$ cat src/include/flash_seq_defines.svh
/*
  Constants of the serial flash command sequencer: opcodes, frame lengths,
  wrap-byte fields, reset values and internal cycle times.
  Assumes it is included by its bare name and only once per unit.
*/
`ifndef FLASH_SEQ_DEFINES_SVH
`define FLASH_SEQ_DEFINES_SVH

// command opcodes
`define OPC_WRITE_EN        8'h06
`define OPC_WRAP_SET        8'h77
`define OPC_PAGE_CLEAR      8'h81
`define OPC_MID_WIPE        8'h20
`define OPC_HALF_CLEAR      8'h52
`define OPC_REGION_CLEAR    8'hD8
`define OPC_WHOLE_CLEAR_A   8'h60
`define OPC_WHOLE_CLEAR_B   8'hC7
`define OPC_PAGE_WRITE      8'h02

// whole bytes seen when chip select rises (opcode counts as one)
`define BYTES_OPCODE_ONLY   3'h1
`define BYTES_ADDR_END      3'h4
`define BYTES_WRAP_END      3'h5
`define BYTES_SATURATE      3'h6

// field positions inside the wrap byte
`define WRAP_OFF_POS        4
`define WRAP_LEN_LO_POS     5
`define WRAP_LEN_HI_POS     6

// reset values
`define WRAP_OFF_RESET      1'h1
`define WRAP_LEN_RESET      2'h0

// block protection: 16 blocks of 64 KiB, index in address bits 19:16
`define BLOCK_IDX_HI        19
`define BLOCK_IDX_LO        16
`define BLOCK_COUNT         5'h10
`define PROTECT_ALL_LVL     4'h5

// clock period and internal cycle times
`define CLK_PERIOD_NS       5
`define PAGE_CLEAR_TIME_US  8000
`define MID_CLEAR_TIME_US   30000
`define HALF_CLEAR_TIME_US  100000
`define REGION_CLEAR_TIME_US 150000
`define WHOLE_CLEAR_TIME_US 20000
`define PAGE_WRITE_TIME_US  2000

`endif

$ cat src/include/flash_seq_pkg.sv
/*
  Types shared by the flash command sequencer and its testbench.
  Assumes the defines header is available on the include path.
*/
package flash_seq_pkg;

  // internal self-timed operation kinds
  typedef enum logic [2:0] {
    OP_NONE         = 3'b000,
    OP_PAGE_CLEAR   = 3'b001,
    OP_MID_WIPE     = 3'b010,
    OP_HALF_CLEAR   = 3'b011,
    OP_REGION_CLEAR = 3'b100,
    OP_WHOLE_CLEAR  = 3'b101,
    OP_PAGE_WRITE   = 3'b110
  } op_kind_type;

  // sequencer state
  typedef enum logic [0:0] {
    ST_READY = 1'b0,
    ST_RUN   = 1'b1
  } seq_state_type;

  // burst-wrap setting
  typedef struct packed {
    logic       wrap_off;
    logic       wrap_len_hi;
    logic       wrap_len_lo;
  } wrap_cfg_type;

  // command handed to the array
  typedef struct packed {
    op_kind_type kind;
    logic [23:0] addr;
  } array_cmd_type;

endpackage

$ cat src/hdl/flash_cmd_seq.sv
/*
  Serial flash erase/program/wrap command sequencer.
  Samples chip select, serial clock and serial input on the system clock,
  decodes the command frames, checks framing, write enable and block
  protection, and runs self-timed internal cycles shown on write_busy.
  Assumes the serial clock is well below a quarter of sys_clk, mode 0/3
  sampling on the rising serial edge, and that the array performs the
  command on array_start_o, reading program bytes from the page buffer.
*/
`timescale 1ns/1ps
`include "flash_seq_defines.svh"

module flash_cmd_seq
  import flash_seq_pkg::*;
#(
  parameter int unsigned PAGE_CLEAR_CYCLES =
    `PAGE_CLEAR_TIME_US * 1000 / `CLK_PERIOD_NS,
  parameter int unsigned MID_CLEAR_CYCLES =
    `MID_CLEAR_TIME_US * 1000 / `CLK_PERIOD_NS,
  parameter int unsigned HALF_CLEAR_CYCLES =
    `HALF_CLEAR_TIME_US * 1000 / `CLK_PERIOD_NS,
  parameter int unsigned REGION_CLEAR_CYCLES =
    `REGION_CLEAR_TIME_US * 1000 / `CLK_PERIOD_NS,
  parameter int unsigned WHOLE_CLEAR_CYCLES =
    `WHOLE_CLEAR_TIME_US * 1000 / `CLK_PERIOD_NS,
  parameter int unsigned PAGE_WRITE_CYCLES =
    `PAGE_WRITE_TIME_US * 1000 / `CLK_PERIOD_NS
) (
  input  wire logic          sys_clk_i,
  input  wire logic          reset_i,
  input  wire logic          cs_n_i,
  input  wire logic          sclk_i,
  input  wire logic          si_i,
  input  wire logic [4:0]    protect_lvl_i,
  input  wire logic [7:0]    pbuf_rd_addr_i,
  input  wire logic [23:0]   qread_start_addr_i,
  input  wire logic [23:0]   qread_offset_i,
  output logic               write_busy_o,
  output logic               write_enable_latch_o,
  output wrap_cfg_type       wrap_cfg_o,
  output array_cmd_type      array_cmd_o,
  output logic               array_start_o,
  output logic [7:0]         pbuf_rd_data_o,
  output logic               pbuf_rd_keep_o,
  output logic [23:0]        qread_addr_o
);

  logic [2:0]    sync1_reg;
  logic [2:0]    sync2_reg;
  logic          sclk_prev_reg;
  logic          cs_prev_reg;
  logic          sclk_rise;
  logic          cs_rise;
  logic          cs_fall;
  logic [2:0]    bit_cnt_reg;
  logic [2:0]    byte_cnt_reg;
  logic [7:0]    shift_reg;
  logic [7:0]    shift_next;
  logic [7:0]    opcode_reg;
  logic [23:0]   addr_reg;
  logic [7:0]    wrap_byte_reg;
  logic [7:0]    wr_ptr_reg;
  logic [255:0]  keep_reg;
  logic          byte_done;
  logic          data_wr;
  logic          wel_reg;
  logic          exact_end;
  logic          addr_protected;
  logic          bp_clear;
  op_kind_type   commit_kind;
  logic          commit_start;
  logic          commit_wel;
  logic          commit_wrap;
  seq_state_type state_reg;
  logic [31:0]   cycle_cnt_reg;
  logic [31:0]   cycle_load;
  wrap_cfg_type  wrap_reg;
  logic [7:0]    wrap_mask;
  logic [7:0]    wrap_low;

  // two flops on every pin input: cs_n, sclk, si
  always_ff @(posedge sys_clk_i or posedge reset_i) begin
    if (reset_i) begin
      sync1_reg <= 3'h7;
      sync2_reg <= 3'h7;
    end else begin
      sync1_reg <= {cs_n_i, sclk_i, si_i};
      sync2_reg <= sync1_reg;
    end
  end

  // edge history taken from the second stage only
  always_ff @(posedge sys_clk_i or posedge reset_i) begin
    if (reset_i) begin
      sclk_prev_reg <= 1'b1;
      cs_prev_reg   <= 1'b1;
    end else begin
      sclk_prev_reg <= sync2_reg[1];
      cs_prev_reg   <= sync2_reg[2];
    end
  end

  assign sclk_rise  = sync2_reg[1] & ~sclk_prev_reg & ~sync2_reg[2];
  assign cs_rise    = sync2_reg[2] & ~cs_prev_reg;
  assign cs_fall    = ~sync2_reg[2] & cs_prev_reg;
  assign shift_next = {shift_reg[6:0], sync2_reg[0]};
  assign byte_done  = sclk_rise & (bit_cnt_reg == 3'h7);

  // bit and byte counting; a chip select glitch restarts the frame, so
  // a host that lets it rise mid-command loses the command
  always_ff @(posedge sys_clk_i or posedge reset_i) begin
    if (reset_i) begin
      bit_cnt_reg  <= 3'h0;
      byte_cnt_reg <= 3'h0;
      shift_reg    <= 8'h00;
    end else if (cs_fall) begin
      bit_cnt_reg  <= 3'h0;
      byte_cnt_reg <= 3'h0;
    end else if (sclk_rise) begin
      shift_reg   <= shift_next;
      bit_cnt_reg <= bit_cnt_reg + 3'h1;
      if (byte_done && byte_cnt_reg != `BYTES_SATURATE) begin
        byte_cnt_reg <= byte_cnt_reg + 3'h1;
      end
    end
  end

  // opcode, address and wrap byte capture
  always_ff @(posedge sys_clk_i or posedge reset_i) begin
    if (reset_i) begin
      opcode_reg    <= 8'h00;
      addr_reg      <= 24'h00_0000;
      wrap_byte_reg <= 8'h00;
    end else if (byte_done) begin
      case (byte_cnt_reg)
        3'h0: opcode_reg <= shift_next;
        3'h1, 3'h2, 3'h3: addr_reg <= {addr_reg[15:0], shift_next};
        3'h4: wrap_byte_reg <= shift_next;
        default: wrap_byte_reg <= wrap_byte_reg;
      endcase
    end
  end

  // page write data goes to the buffer; a running program reads that
  // buffer, so nothing is written into it while busy
  assign data_wr = byte_done & (opcode_reg == `OPC_PAGE_WRITE) &
                   (byte_cnt_reg >= `BYTES_ADDR_END) &
                   (state_reg == ST_READY);

  // write pointer starts at the addressed byte and wraps in the page
  always_ff @(posedge sys_clk_i or posedge reset_i) begin
    if (reset_i) begin
      wr_ptr_reg <= 8'h00;
    end else if (byte_done && byte_cnt_reg == 3'h3) begin
      wr_ptr_reg <= shift_next;
    end else if (data_wr) begin
      wr_ptr_reg <= wr_ptr_reg + 8'h01;
    end
  end

  // keep flags: only bytes that arrived are programmed; later bytes
  // overwrite earlier ones at the same offset, so the last 256 survive
  always_ff @(posedge sys_clk_i or posedge reset_i) begin
    if (reset_i) begin
      keep_reg <= '0;
    end else if (byte_done && byte_cnt_reg == 3'h3 &&
                 state_reg == ST_READY) begin
      keep_reg <= '0;
    end else if (data_wr) begin
      keep_reg[wr_ptr_reg] <= 1'b1;
    end
  end

  page_buffer_mem u_page_buffer (
    .sys_clk_i (sys_clk_i),
    .reset_i   (reset_i),
    .wr_en_i   (data_wr),
    .wr_addr_i (wr_ptr_reg),
    .wr_data_i (shift_next),
    .rd_addr_i (pbuf_rd_addr_i),
    .rd_data_o (pbuf_rd_data_o)
  );

  // keep flag for the byte the array reads, aligned with the data
  always_ff @(posedge sys_clk_i or posedge reset_i) begin
    if (reset_i) begin
      pbuf_rd_keep_o <= 1'b0;
    end else begin
      pbuf_rd_keep_o <= keep_reg[pbuf_rd_addr_i];
    end
  end

  // block protection: levels 1..4 guard 1,2,4,8 blocks, 5 and up all;
  // protect_lvl_4 moves the guarded span from the top to the bottom
  function automatic logic region_guarded(input logic [4:0] lvl,
                                          input logic [3:0] blk);
    logic [4:0] span;
    span = 5'h00;
    if (lvl[3:0] >= `PROTECT_ALL_LVL) begin
      span = `BLOCK_COUNT;
    end else if (lvl[3:0] != 4'h0) begin
      span = 5'h01 << (lvl[3:0] - 4'h1);
    end
    if (lvl[4]) begin
      region_guarded = ({1'b0, blk} < span);
    end else begin
      region_guarded = ({1'b0, blk} >= (`BLOCK_COUNT - span));
    end
  endfunction

  assign addr_protected = region_guarded(protect_lvl_i,
    addr_reg[`BLOCK_IDX_HI:`BLOCK_IDX_LO]);
  assign bp_clear  = (protect_lvl_i == 5'h00);
  assign exact_end = (bit_cnt_reg == 3'h0);

  // decode at chip select release: kind and frame length check
  always_comb begin
    commit_kind = OP_NONE;
    commit_wel  = 1'b0;
    commit_wrap = 1'b0;
    case (opcode_reg)
      `OPC_WRITE_EN: begin
        commit_wel = (byte_cnt_reg == `BYTES_OPCODE_ONLY) & exact_end;
      end
      `OPC_WRAP_SET: begin
        commit_wrap = (byte_cnt_reg == `BYTES_WRAP_END) & exact_end;
      end
      `OPC_PAGE_CLEAR: begin
        if (byte_cnt_reg == `BYTES_ADDR_END && exact_end) begin
          commit_kind = OP_PAGE_CLEAR;
        end
      end
      `OPC_MID_WIPE: begin
        if (byte_cnt_reg == `BYTES_ADDR_END && exact_end) begin
          commit_kind = OP_MID_WIPE;
        end
      end
      `OPC_HALF_CLEAR: begin
        if (byte_cnt_reg == `BYTES_ADDR_END && exact_end) begin
          commit_kind = OP_HALF_CLEAR;
        end
      end
      `OPC_REGION_CLEAR: begin
        if (byte_cnt_reg == `BYTES_ADDR_END && exact_end) begin
          commit_kind = OP_REGION_CLEAR;
        end
      end
      `OPC_WHOLE_CLEAR_A, `OPC_WHOLE_CLEAR_B: begin
        if (byte_cnt_reg == `BYTES_OPCODE_ONLY && exact_end &&
            bp_clear) begin
          commit_kind = OP_WHOLE_CLEAR;
        end
      end
      `OPC_PAGE_WRITE: begin
        if (byte_cnt_reg >= `BYTES_WRAP_END && exact_end) begin
          commit_kind = OP_PAGE_WRITE;
        end
      end
      default: commit_kind = OP_NONE;
    endcase
  end

  // a start needs the latch, a free sequencer and an unguarded region
  assign commit_start = cs_rise & (commit_kind != OP_NONE) & wel_reg &
                        (state_reg == ST_READY) &
                        ((commit_kind == OP_WHOLE_CLEAR) | ~addr_protected);

  // cycle length per operation
  always_comb begin
    case (commit_kind)
      OP_PAGE_CLEAR:   cycle_load = 32'(PAGE_CLEAR_CYCLES);
      OP_MID_WIPE:     cycle_load = 32'(MID_CLEAR_CYCLES);
      OP_HALF_CLEAR:   cycle_load = 32'(HALF_CLEAR_CYCLES);
      OP_REGION_CLEAR: cycle_load = 32'(REGION_CLEAR_CYCLES);
      OP_WHOLE_CLEAR:  cycle_load = 32'(WHOLE_CLEAR_CYCLES);
      OP_PAGE_WRITE:   cycle_load = 32'(PAGE_WRITE_CYCLES);
      default:         cycle_load = 32'h0000_0001;
    endcase
  end

  // self-timed cycle: busy from the start until the count runs out
  always_ff @(posedge sys_clk_i or posedge reset_i) begin
    if (reset_i) begin
      state_reg     <= ST_READY;
      cycle_cnt_reg <= 32'h0000_0000;
    end else begin
      case (state_reg)
        ST_READY: begin
          if (commit_start) begin
            state_reg     <= ST_RUN;
            cycle_cnt_reg <= cycle_load;
          end
        end
        ST_RUN: begin
          if (cycle_cnt_reg <= 32'h0000_0001) begin
            state_reg     <= ST_READY;
            cycle_cnt_reg <= 32'h0000_0000;
          end else begin
            cycle_cnt_reg <= cycle_cnt_reg - 32'h0000_0001;
          end
        end
        default: state_reg <= ST_READY;
      endcase
    end
  end

  assign write_busy_o = (state_reg == ST_RUN);

  // write enable latch: set by a clean 06h frame while idle, dropped
  // as the internal cycle begins, well before it ends
  always_ff @(posedge sys_clk_i or posedge reset_i) begin
    if (reset_i) begin
      wel_reg <= 1'b0;
    end else if (commit_start) begin
      wel_reg <= 1'b0;
    end else if (cs_rise && commit_wel && state_reg == ST_READY) begin
      wel_reg <= 1'b1;
    end
  end

  assign write_enable_latch_o = wel_reg;

  // command to the array, one-cycle start pulse
  always_ff @(posedge sys_clk_i or posedge reset_i) begin
    if (reset_i) begin
      array_cmd_o   <= '{kind: OP_NONE, addr: 24'h00_0000};
      array_start_o <= 1'b0;
    end else begin
      array_start_o <= commit_start;
      if (commit_start) begin
        array_cmd_o <= '{kind: commit_kind, addr: addr_reg};
      end
    end
  end

  // wrap setting, refused while busy
  always_ff @(posedge sys_clk_i or posedge reset_i) begin
    if (reset_i) begin
      wrap_reg <= {`WRAP_OFF_RESET, `WRAP_LEN_RESET};
    end else if (cs_rise && commit_wrap && state_reg == ST_READY) begin
      wrap_reg.wrap_off    <= wrap_byte_reg[`WRAP_OFF_POS];
      wrap_reg.wrap_len_hi <= wrap_byte_reg[`WRAP_LEN_HI_POS];
      wrap_reg.wrap_len_lo <= wrap_byte_reg[`WRAP_LEN_LO_POS];
    end
  end

  assign wrap_cfg_o = wrap_reg;

  // section mask: 8, 16, 32 or 64 bytes
  always_comb begin
    case ({wrap_reg.wrap_len_hi, wrap_reg.wrap_len_lo})
      2'b00:   wrap_mask = 8'h07;
      2'b01:   wrap_mask = 8'h0F;
      2'b10:   wrap_mask = 8'h1F;
      default: wrap_mask = 8'h3F;
    endcase
  end

  assign wrap_low = qread_start_addr_i[7:0] + qread_offset_i[7:0];

  // quad read address: wrapped inside the aligned section, else linear
  always_ff @(posedge sys_clk_i or posedge reset_i) begin
    if (reset_i) begin
      qread_addr_o <= 24'h00_0000;
    end else if (!wrap_reg.wrap_off) begin
      qread_addr_o <= {qread_start_addr_i[23:8],
        (qread_start_addr_i[7:0] & ~wrap_mask) | (wrap_low & wrap_mask)};
    end else begin
      qread_addr_o <= qread_start_addr_i + qread_offset_i;
    end
  end
endmodule

$ cat src/hdl/page_buffer_mem.sv
/*
  256 x 8 page buffer, one write port, one read port with registered data.
  Assumes both ports run on the sequencer clock.
*/
`timescale 1ns/1ps

module page_buffer_mem (
  input  wire logic       sys_clk_i,
  input  wire logic       reset_i,
  input  wire logic       wr_en_i,
  input  wire logic [7:0] wr_addr_i,
  input  wire logic [7:0] wr_data_i,
  input  wire logic [7:0] rd_addr_i,
  output logic      [7:0] rd_data_o
);

  logic [7:0] mem_reg [256];

  // storage carries no reset; only written bytes are ever flagged valid
  always_ff @(posedge sys_clk_i) begin
    if (wr_en_i) begin
      mem_reg[wr_addr_i] <= wr_data_i;
    end
  end

  // registered read port
  always_ff @(posedge sys_clk_i or posedge reset_i) begin
    if (reset_i) begin
      rd_data_o <= 8'h00;
    end else begin
      rd_data_o <= mem_reg[rd_addr_i];
    end
  end

endmodule

$ cat config.mk
export PLATFORM = sky130hd
export DESIGN_NAME = flash_cmd_seq
export DESIGN_NICKNAME = d
export VERILOG_FILES = /design/src/include/flash_seq_pkg.sv /design/src/hdl/flash_cmd_seq.sv /design/src/hdl/page_buffer_mem.sv
export VERILOG_INCLUDE_DIRS = /design/src /design/src/include
export SDC_FILE = /design/constraint.sdc
export NUM_CORES = 2
export LEC_CHECK = 0
export BUFFER_PORTS_ARGS = -buffer_cell sky130_fd_sc_hd__buf_2
export CAP_MARGIN = 20
export CORE_MARGIN = 2
export CORE_UTILIZATION = 45
export CTS_CLUSTER_DIAMETER = 40
export DETAILED_ROUTE_END_ITERATION = 6
export GPL_TIMING_DRIVEN = 0
export MAX_ROUTING_LAYER = met4
export PLACE_DENSITY_LB_ADDON = 0.1
export SKIP_LAST_GASP = 1
export SYNTH_ARGS = -nofsm -noshare
export SYNTH_HDL_FRONTEND = slang
export SYNTH_HIERARCHICAL = 1
export SYNTH_SLANG_ARGS = --single-unit
$ cat constraint.sdc
create_clock -name sys_clk_i -period 25.9 [get_ports sys_clk_i]
set_input_delay 1.295 -clock sys_clk_i [delete_from_list [all_inputs] [get_ports sys_clk_i]]
set_output_delay 1.295 -clock sys_clk_i [all_outputs]
set_load 0.03 [all_outputs]
======== Word-level counts from Yosys, hierarchy flattened ========
Memory sizes are Yosys's and may differ from the RTL's. A register that Yosys moved wholly into a read port is not among the register bits.
Cells that the tools add are included.
Widths: inputs -> output; s select.
word-level totals
  flip-flop bits (word level) ............. 414
  bits in writable memories ............... 2,048
  input bits .............................. 66
  output and inout bits ................... 66
  memories ................................ 1
operators by class
  add/sub/neg operators ................... 8
  order comparisons ....................... 9
  equal/unequal tests ..................... 25
  shift operators ......................... 1
  mux-type cells .......................... 38
  bitwise gates (word level) .............. 26
  reductions and logical operators ........ 30
memories
  name                   words  bits a word  read ports  clocked after memory_dff  write ports  line                   RTL
  u_page_buffer.mem_reg  256    8            1           1                         1            page_buffer_mem.sv:17  logic [7:0] mem_reg [256];
operators with widths
  cell                   count
  $mux 256               2
  $or 256x256->256       1
  $pmux 25 s6            1
  $mux 32                2
  $pmux 32 s2            1
  $le 32x1->1 const B    1
  $sub 32x1->32 const B  1
  $add 24x24->24         1
  $eq 8x7->1 const B     3
  $eq 8x8->1 const B     3
  $mux 24                1
  $mux 3                 8
  $eq 3x3->1 const B     6
  $lt 8x9->1 const B     2
  $pmux 3 s6             1
  $pmux 6 s3             1
  $and 8x8->8            2
  $mux 8                 2
  $and 1x1->1            14
  $eq 3x2->1 const B     4
  $logic_and 1x1->1      12
  $mux 1                 12
  $mux 5                 2
  $reduce_and 2->1       5
  35 further kinds       49

======== Logic depth before layout (Yosys ltp) ========
  word-level depth ........................ 12
  mapped depth ............................ 14
  mapped depth without buffers ............ 12

======== Modules after synthesis ========
The synthesis kept the hierarchy.
by module, submodules not included
  module           instances  cells an instance  area each (um^2)
  page_buffer_mem  1          3,762              79,882.9
  flash_cmd_seq    1          1,942              20,034.2

======== Worst setup path before layout ========
Ideal clock, no wire load.
  path type ............................... reg-to-reg
  start point ............................. register shift_reg[4]
  end point ............................... memory u_page_buffer.mem_reg[0][5] (data pin)
  data arrival time ....................... 3.239 ns
  data required time ...................... 25.085 ns
  path slack .............................. 21.846 ns
  cell stages (with the launch flop) ...... 1
  clock period less this slack ............ 4.054 ns
  cell sequence ........................... dfrtp_1
RTL lines
  element                 line                   RTL
  from (decl)             flash_cmd_seq.sv:57    logic [7:0] shift_reg;
  from (signal assigned)  flash_cmd_seq.sv:120   shift_reg <= shift_next;
  to (decl)               page_buffer_mem.sv:17
No word-level cell before the write port.

======== Final worst setup path ========
  start point ............................. register sync2_reg[1]
  end point ............................... memory u_page_buffer.mem_reg[178][4] (enable)
between the ends
  longest elaborated chain between the ends .. 8
RTL lines
  element                       line                   RTL
  from (decl)                   flash_cmd_seq.sv:49    logic [2:0] sync2_reg;
  from (signal assigned)        flash_cmd_seq.sv:88    sync2_reg <= sync1_reg;
  $and 1x1->1 (2 in a row)      flash_cmd_seq.sv:103   assign sclk_rise = sync2_reg[1] & ~sclk_prev_reg & ~sync2_reg[2];
  $and 1x1->1                   flash_cmd_seq.sv:107   assign byte_done = sclk_rise & (bit_cnt_reg == 3'h7);
  $and 1x1->1 (3 in a row)      flash_cmd_seq.sv:146   assign data_wr = byte_done & (opcode_reg == `OPC_PAGE_WRITE) &
  via data_wr                   flash_cmd_seq.sv:65    logic data_wr;
  $mux 1                        page_buffer_mem.sv:21  if (wr_en_i) begin
  $mux 1 (not written as such)  page_buffer_mem.sv:22  mem_reg[wr_addr_i] <= wr_data_i;
The timed path passes the listed nets, and every way through them passes these cells.

==> flow_summary.toml <==
[detailed_routing]
wl_met1_microns = 135000
drt_wl_total_microns = 340000
firstDrtPassIters = 7
vias = 60500
wl_per_cell_microns = 35.5
drc_errors = 2
wl_met2_microns = 153000
highest_layer = "met4"
drt-initial-drc-count = 8208
ant_nets = 0
route.met3.wl_microns = 36400
viasPerCell = 6.31

[timing]
worst_pin_slew_ns = 1.28
setup_tns_ns = 0
fin_worst_skew_ns = 0.0689
max_freq_mhz = 160
period_share_pct = 24.2
finalSetupViolations = 0
slew-limit-headroom_pct = 14.7
rsz0062_at_grt = "false"
fin_crit_ns = 6.27
slew_violations = 0
final-hold-violation-count = 0

[synth]
synth.avg_cell_area_sq_um = 17.5
yosys.area.top_type = "edfxtp_1"
ys_async_sr_fraction_pct = 17.0
ys.flop_type = "edfxtp_1"
syn_nets = 5818
synth-edff-count = 2048
synth_top_area_share_pct = 61.6
synth_seq_area_share_pct = 72.0
ys_ff_latch = 2466
synthTopCellsByArea = "edfxtp_1 (62%), dfrtp_1 (10%), mux4_2 (10%), nor2_1 (2.3%), mux2i_1 (2.2%)"
netlist_area_sq_um = 99900
yosysWarningCount = 6
post_synth_num_cell_types = 101
syn_inst = 5704

[run]
drv_cap = 0

[status]
status = "finished, violations left"
violations = "design-rule violations"

[min_path]
hold_class = "primary input to async pin"

[placed_design]
hpwlAfterDp_microns = 232000
placed_cell_area_sq_um = 106000
gp_congestion = 0.957
dp.cells = 8858
portBuffers = 130

[setup_path]
critPathMostFrequentCell = "clkbuf_1"
start_kind = "flip-flop"
critPathMaxStageDelay_ns = 0.81
worstPathArrival_ns = 6.80
cp.required_ns = 26.43
crit_type = "flip-flop to flip-flop"
worstPathBufferInverterCount = 6
crit_path_end_kind = "flip-flop"
critPathMaxFanout = 10
crit_family = "simple AND/OR/NAND/NOR gates"
crit_path_cell_trace = "nand2b_1, nor3b_1, nand4b_1, inv_1, clkbuf_1, clkbuf_1, clkbuf_1, nand3_1, clkbuf_1, buf_8, nor2_1"
slowest_stage = "clkbuf_1"

[die]
die_h_microns = 475
ios = 132
core_sq_um = 220000
die-area_sq_um = 226000
die_w_microns = 475
num_rows = 172
start_util_pct = 45.4

[clock_tree]
postCtsSetupBuffers = 0
cts_buffers = 387
cts_tree = "built"
cts.sinks = 2466
clockBufferDepth = 4
clk_pin_slew_ns = 0.06
clockRootBuffer = "clkbuf_16"
cts-htree-levels = 5
holdBufCountCts = 0
insertion_delay_ns = 0.97
cts_resized = 0

[grt]
antenna_found_initial = 15
grt_pass1_vias = 58400
grt_pass1_wl_microns = 467000
gr-total-overflow = 0
grt_max_degree = 112
grtUsageTotal_pct = 31.0

[pwr]
powerDensity_nw_per_um2 = 88.7
p_total_uw = 10600
leakagePower_uw = 0.0421
vdd_drop_max_mv = 0.0784

[layout]
largest_reg_flops = 2048
nNetsFinal = 6405
final_cell_area_sq_um = 119000
final_cells = 9578
syn_to_final_growth_pct = 19.1
drive_gt1_share_pct = 24.1
[routing by layer]
layer / track usage, % / vias to the layer above
met5: - / -
met4: 12.4 / 0
met3: 7.85 / 664
met2: 45.0 / 3525
met1: 42.1 / 32100
li1: - / 24200
[synth_stat cells (all sizes together) (6+ instances only)]
cell and instances:
nor3b 7, nor2b 37, buf 157, o22a 7
or2 11, inv 40, a22oi 140, o21a 6
mux4 484, nand3b 14, and2 16, and3 20
nand2 92, a21o 14, xnor2 16, nor2 619
a22o 22, nor4 42, o211ai 15, a211oi 21
dfstp 9, ha 47, nand4 18, mux2i 217
nor3 65, dfrtp 409, or3 11, mux2 81
o22ai 66, a221oi 15, edfxtp 2048, a31oi 30
nand3 57, clkbuf 209, o221ai 42, a21oi 384
nand2b 21, a211o 8, o21ai 70, or4 6
o31ai 27
[through the flow]
step,utilization (%),hold WS (ns),setup WS [ns]
floorplan,-,0.345,13.21
global placement,47.4,0.348,7.44
detailed placement,48.0,0.348,19.22
CTS,54.0,0.263,19.86
global route,54.0,0.300,19.57
finish,54.0,0.312,19.63
[cell families after synthesis]
family	count (synthesis)	synth area share, %
AOI/OAI and AO/OA	917	5.87
xor gates and xnor gates	20	0.175
adders and majority gates	48	0.609
buffers and inverters	411	2.33
DFF	2466	72.0
muxes	782	14.1
and+or+nand+nor	1060	4.85
[placed cells by master, fill, tap and decap left out, types with 50 or more instances in the layout]
master	n
a22oi_1	140
inv_6	50
nand3_1	57
clkbuf_1	210
dfrtp_1	402
o21ai_0	54
edfxtp_1	2048
bufinv_16	51
a21oi_1	383
nor2_1	618
o22ai_1	66
buf_2	191
mux4_2	446
mux2i_1	217
nor3_1	64
clkbuf_16	394
nand2_1	92
mux2_2	81
[report_power, final]
part	switching, uW	leakage [uW]	internal [uW]
clock	1930	0.00635	3340
combinational	509	0.0112	191
sequential	63.3	0.0246	4520
[final timing paths]
path | slack, ns | endpoint | cells past startpoint | from
setup / recovery | 19.63 | u_page_buffer/mem_reg[178][4]$_DFFE_PP_ | 11 | sync2_reg[1]$_DFF_PP1_
hold / removal | 0.31 | u_page_buffer/rd_data_o[4]$_DFF_PP0_ | 2 | reset_i
setup reg to reg | 19.63 | u_page_buffer/mem_reg[178][4]$_DFFE_PP_ | 11 | sync2_reg[1]$_DFF_PP1_
hold reg to reg | 0.35 | sync2_reg[1]$_DFF_PP1_ | 0 | sync1_reg[1]$_DFF_PP1_
max in group asynchronous | 23.75 | wrap_byte_reg[6]$_DFFE_PP0P_ | 5 | reset_i
min in group sys_clk_i | 0.35 | sync2_reg[1]$_DFF_PP1_ | 0 | sync1_reg[1]$_DFF_PP1_
[final cells by class]
cell class	instances	area (sq um)
Fill cell	17500	101000
Sequential cell	2466	72000
Tap cell	2958	3700
Buffer	370	2200
Clock inverter	264	3140
Inverter	41	163
Clock buffer	431	10100
Antenna cell	23	57.6
Timing Repair Buffer	198	1980
Multi-Input combinational cell	2827	25700
(Power assumes the default switching activity.)
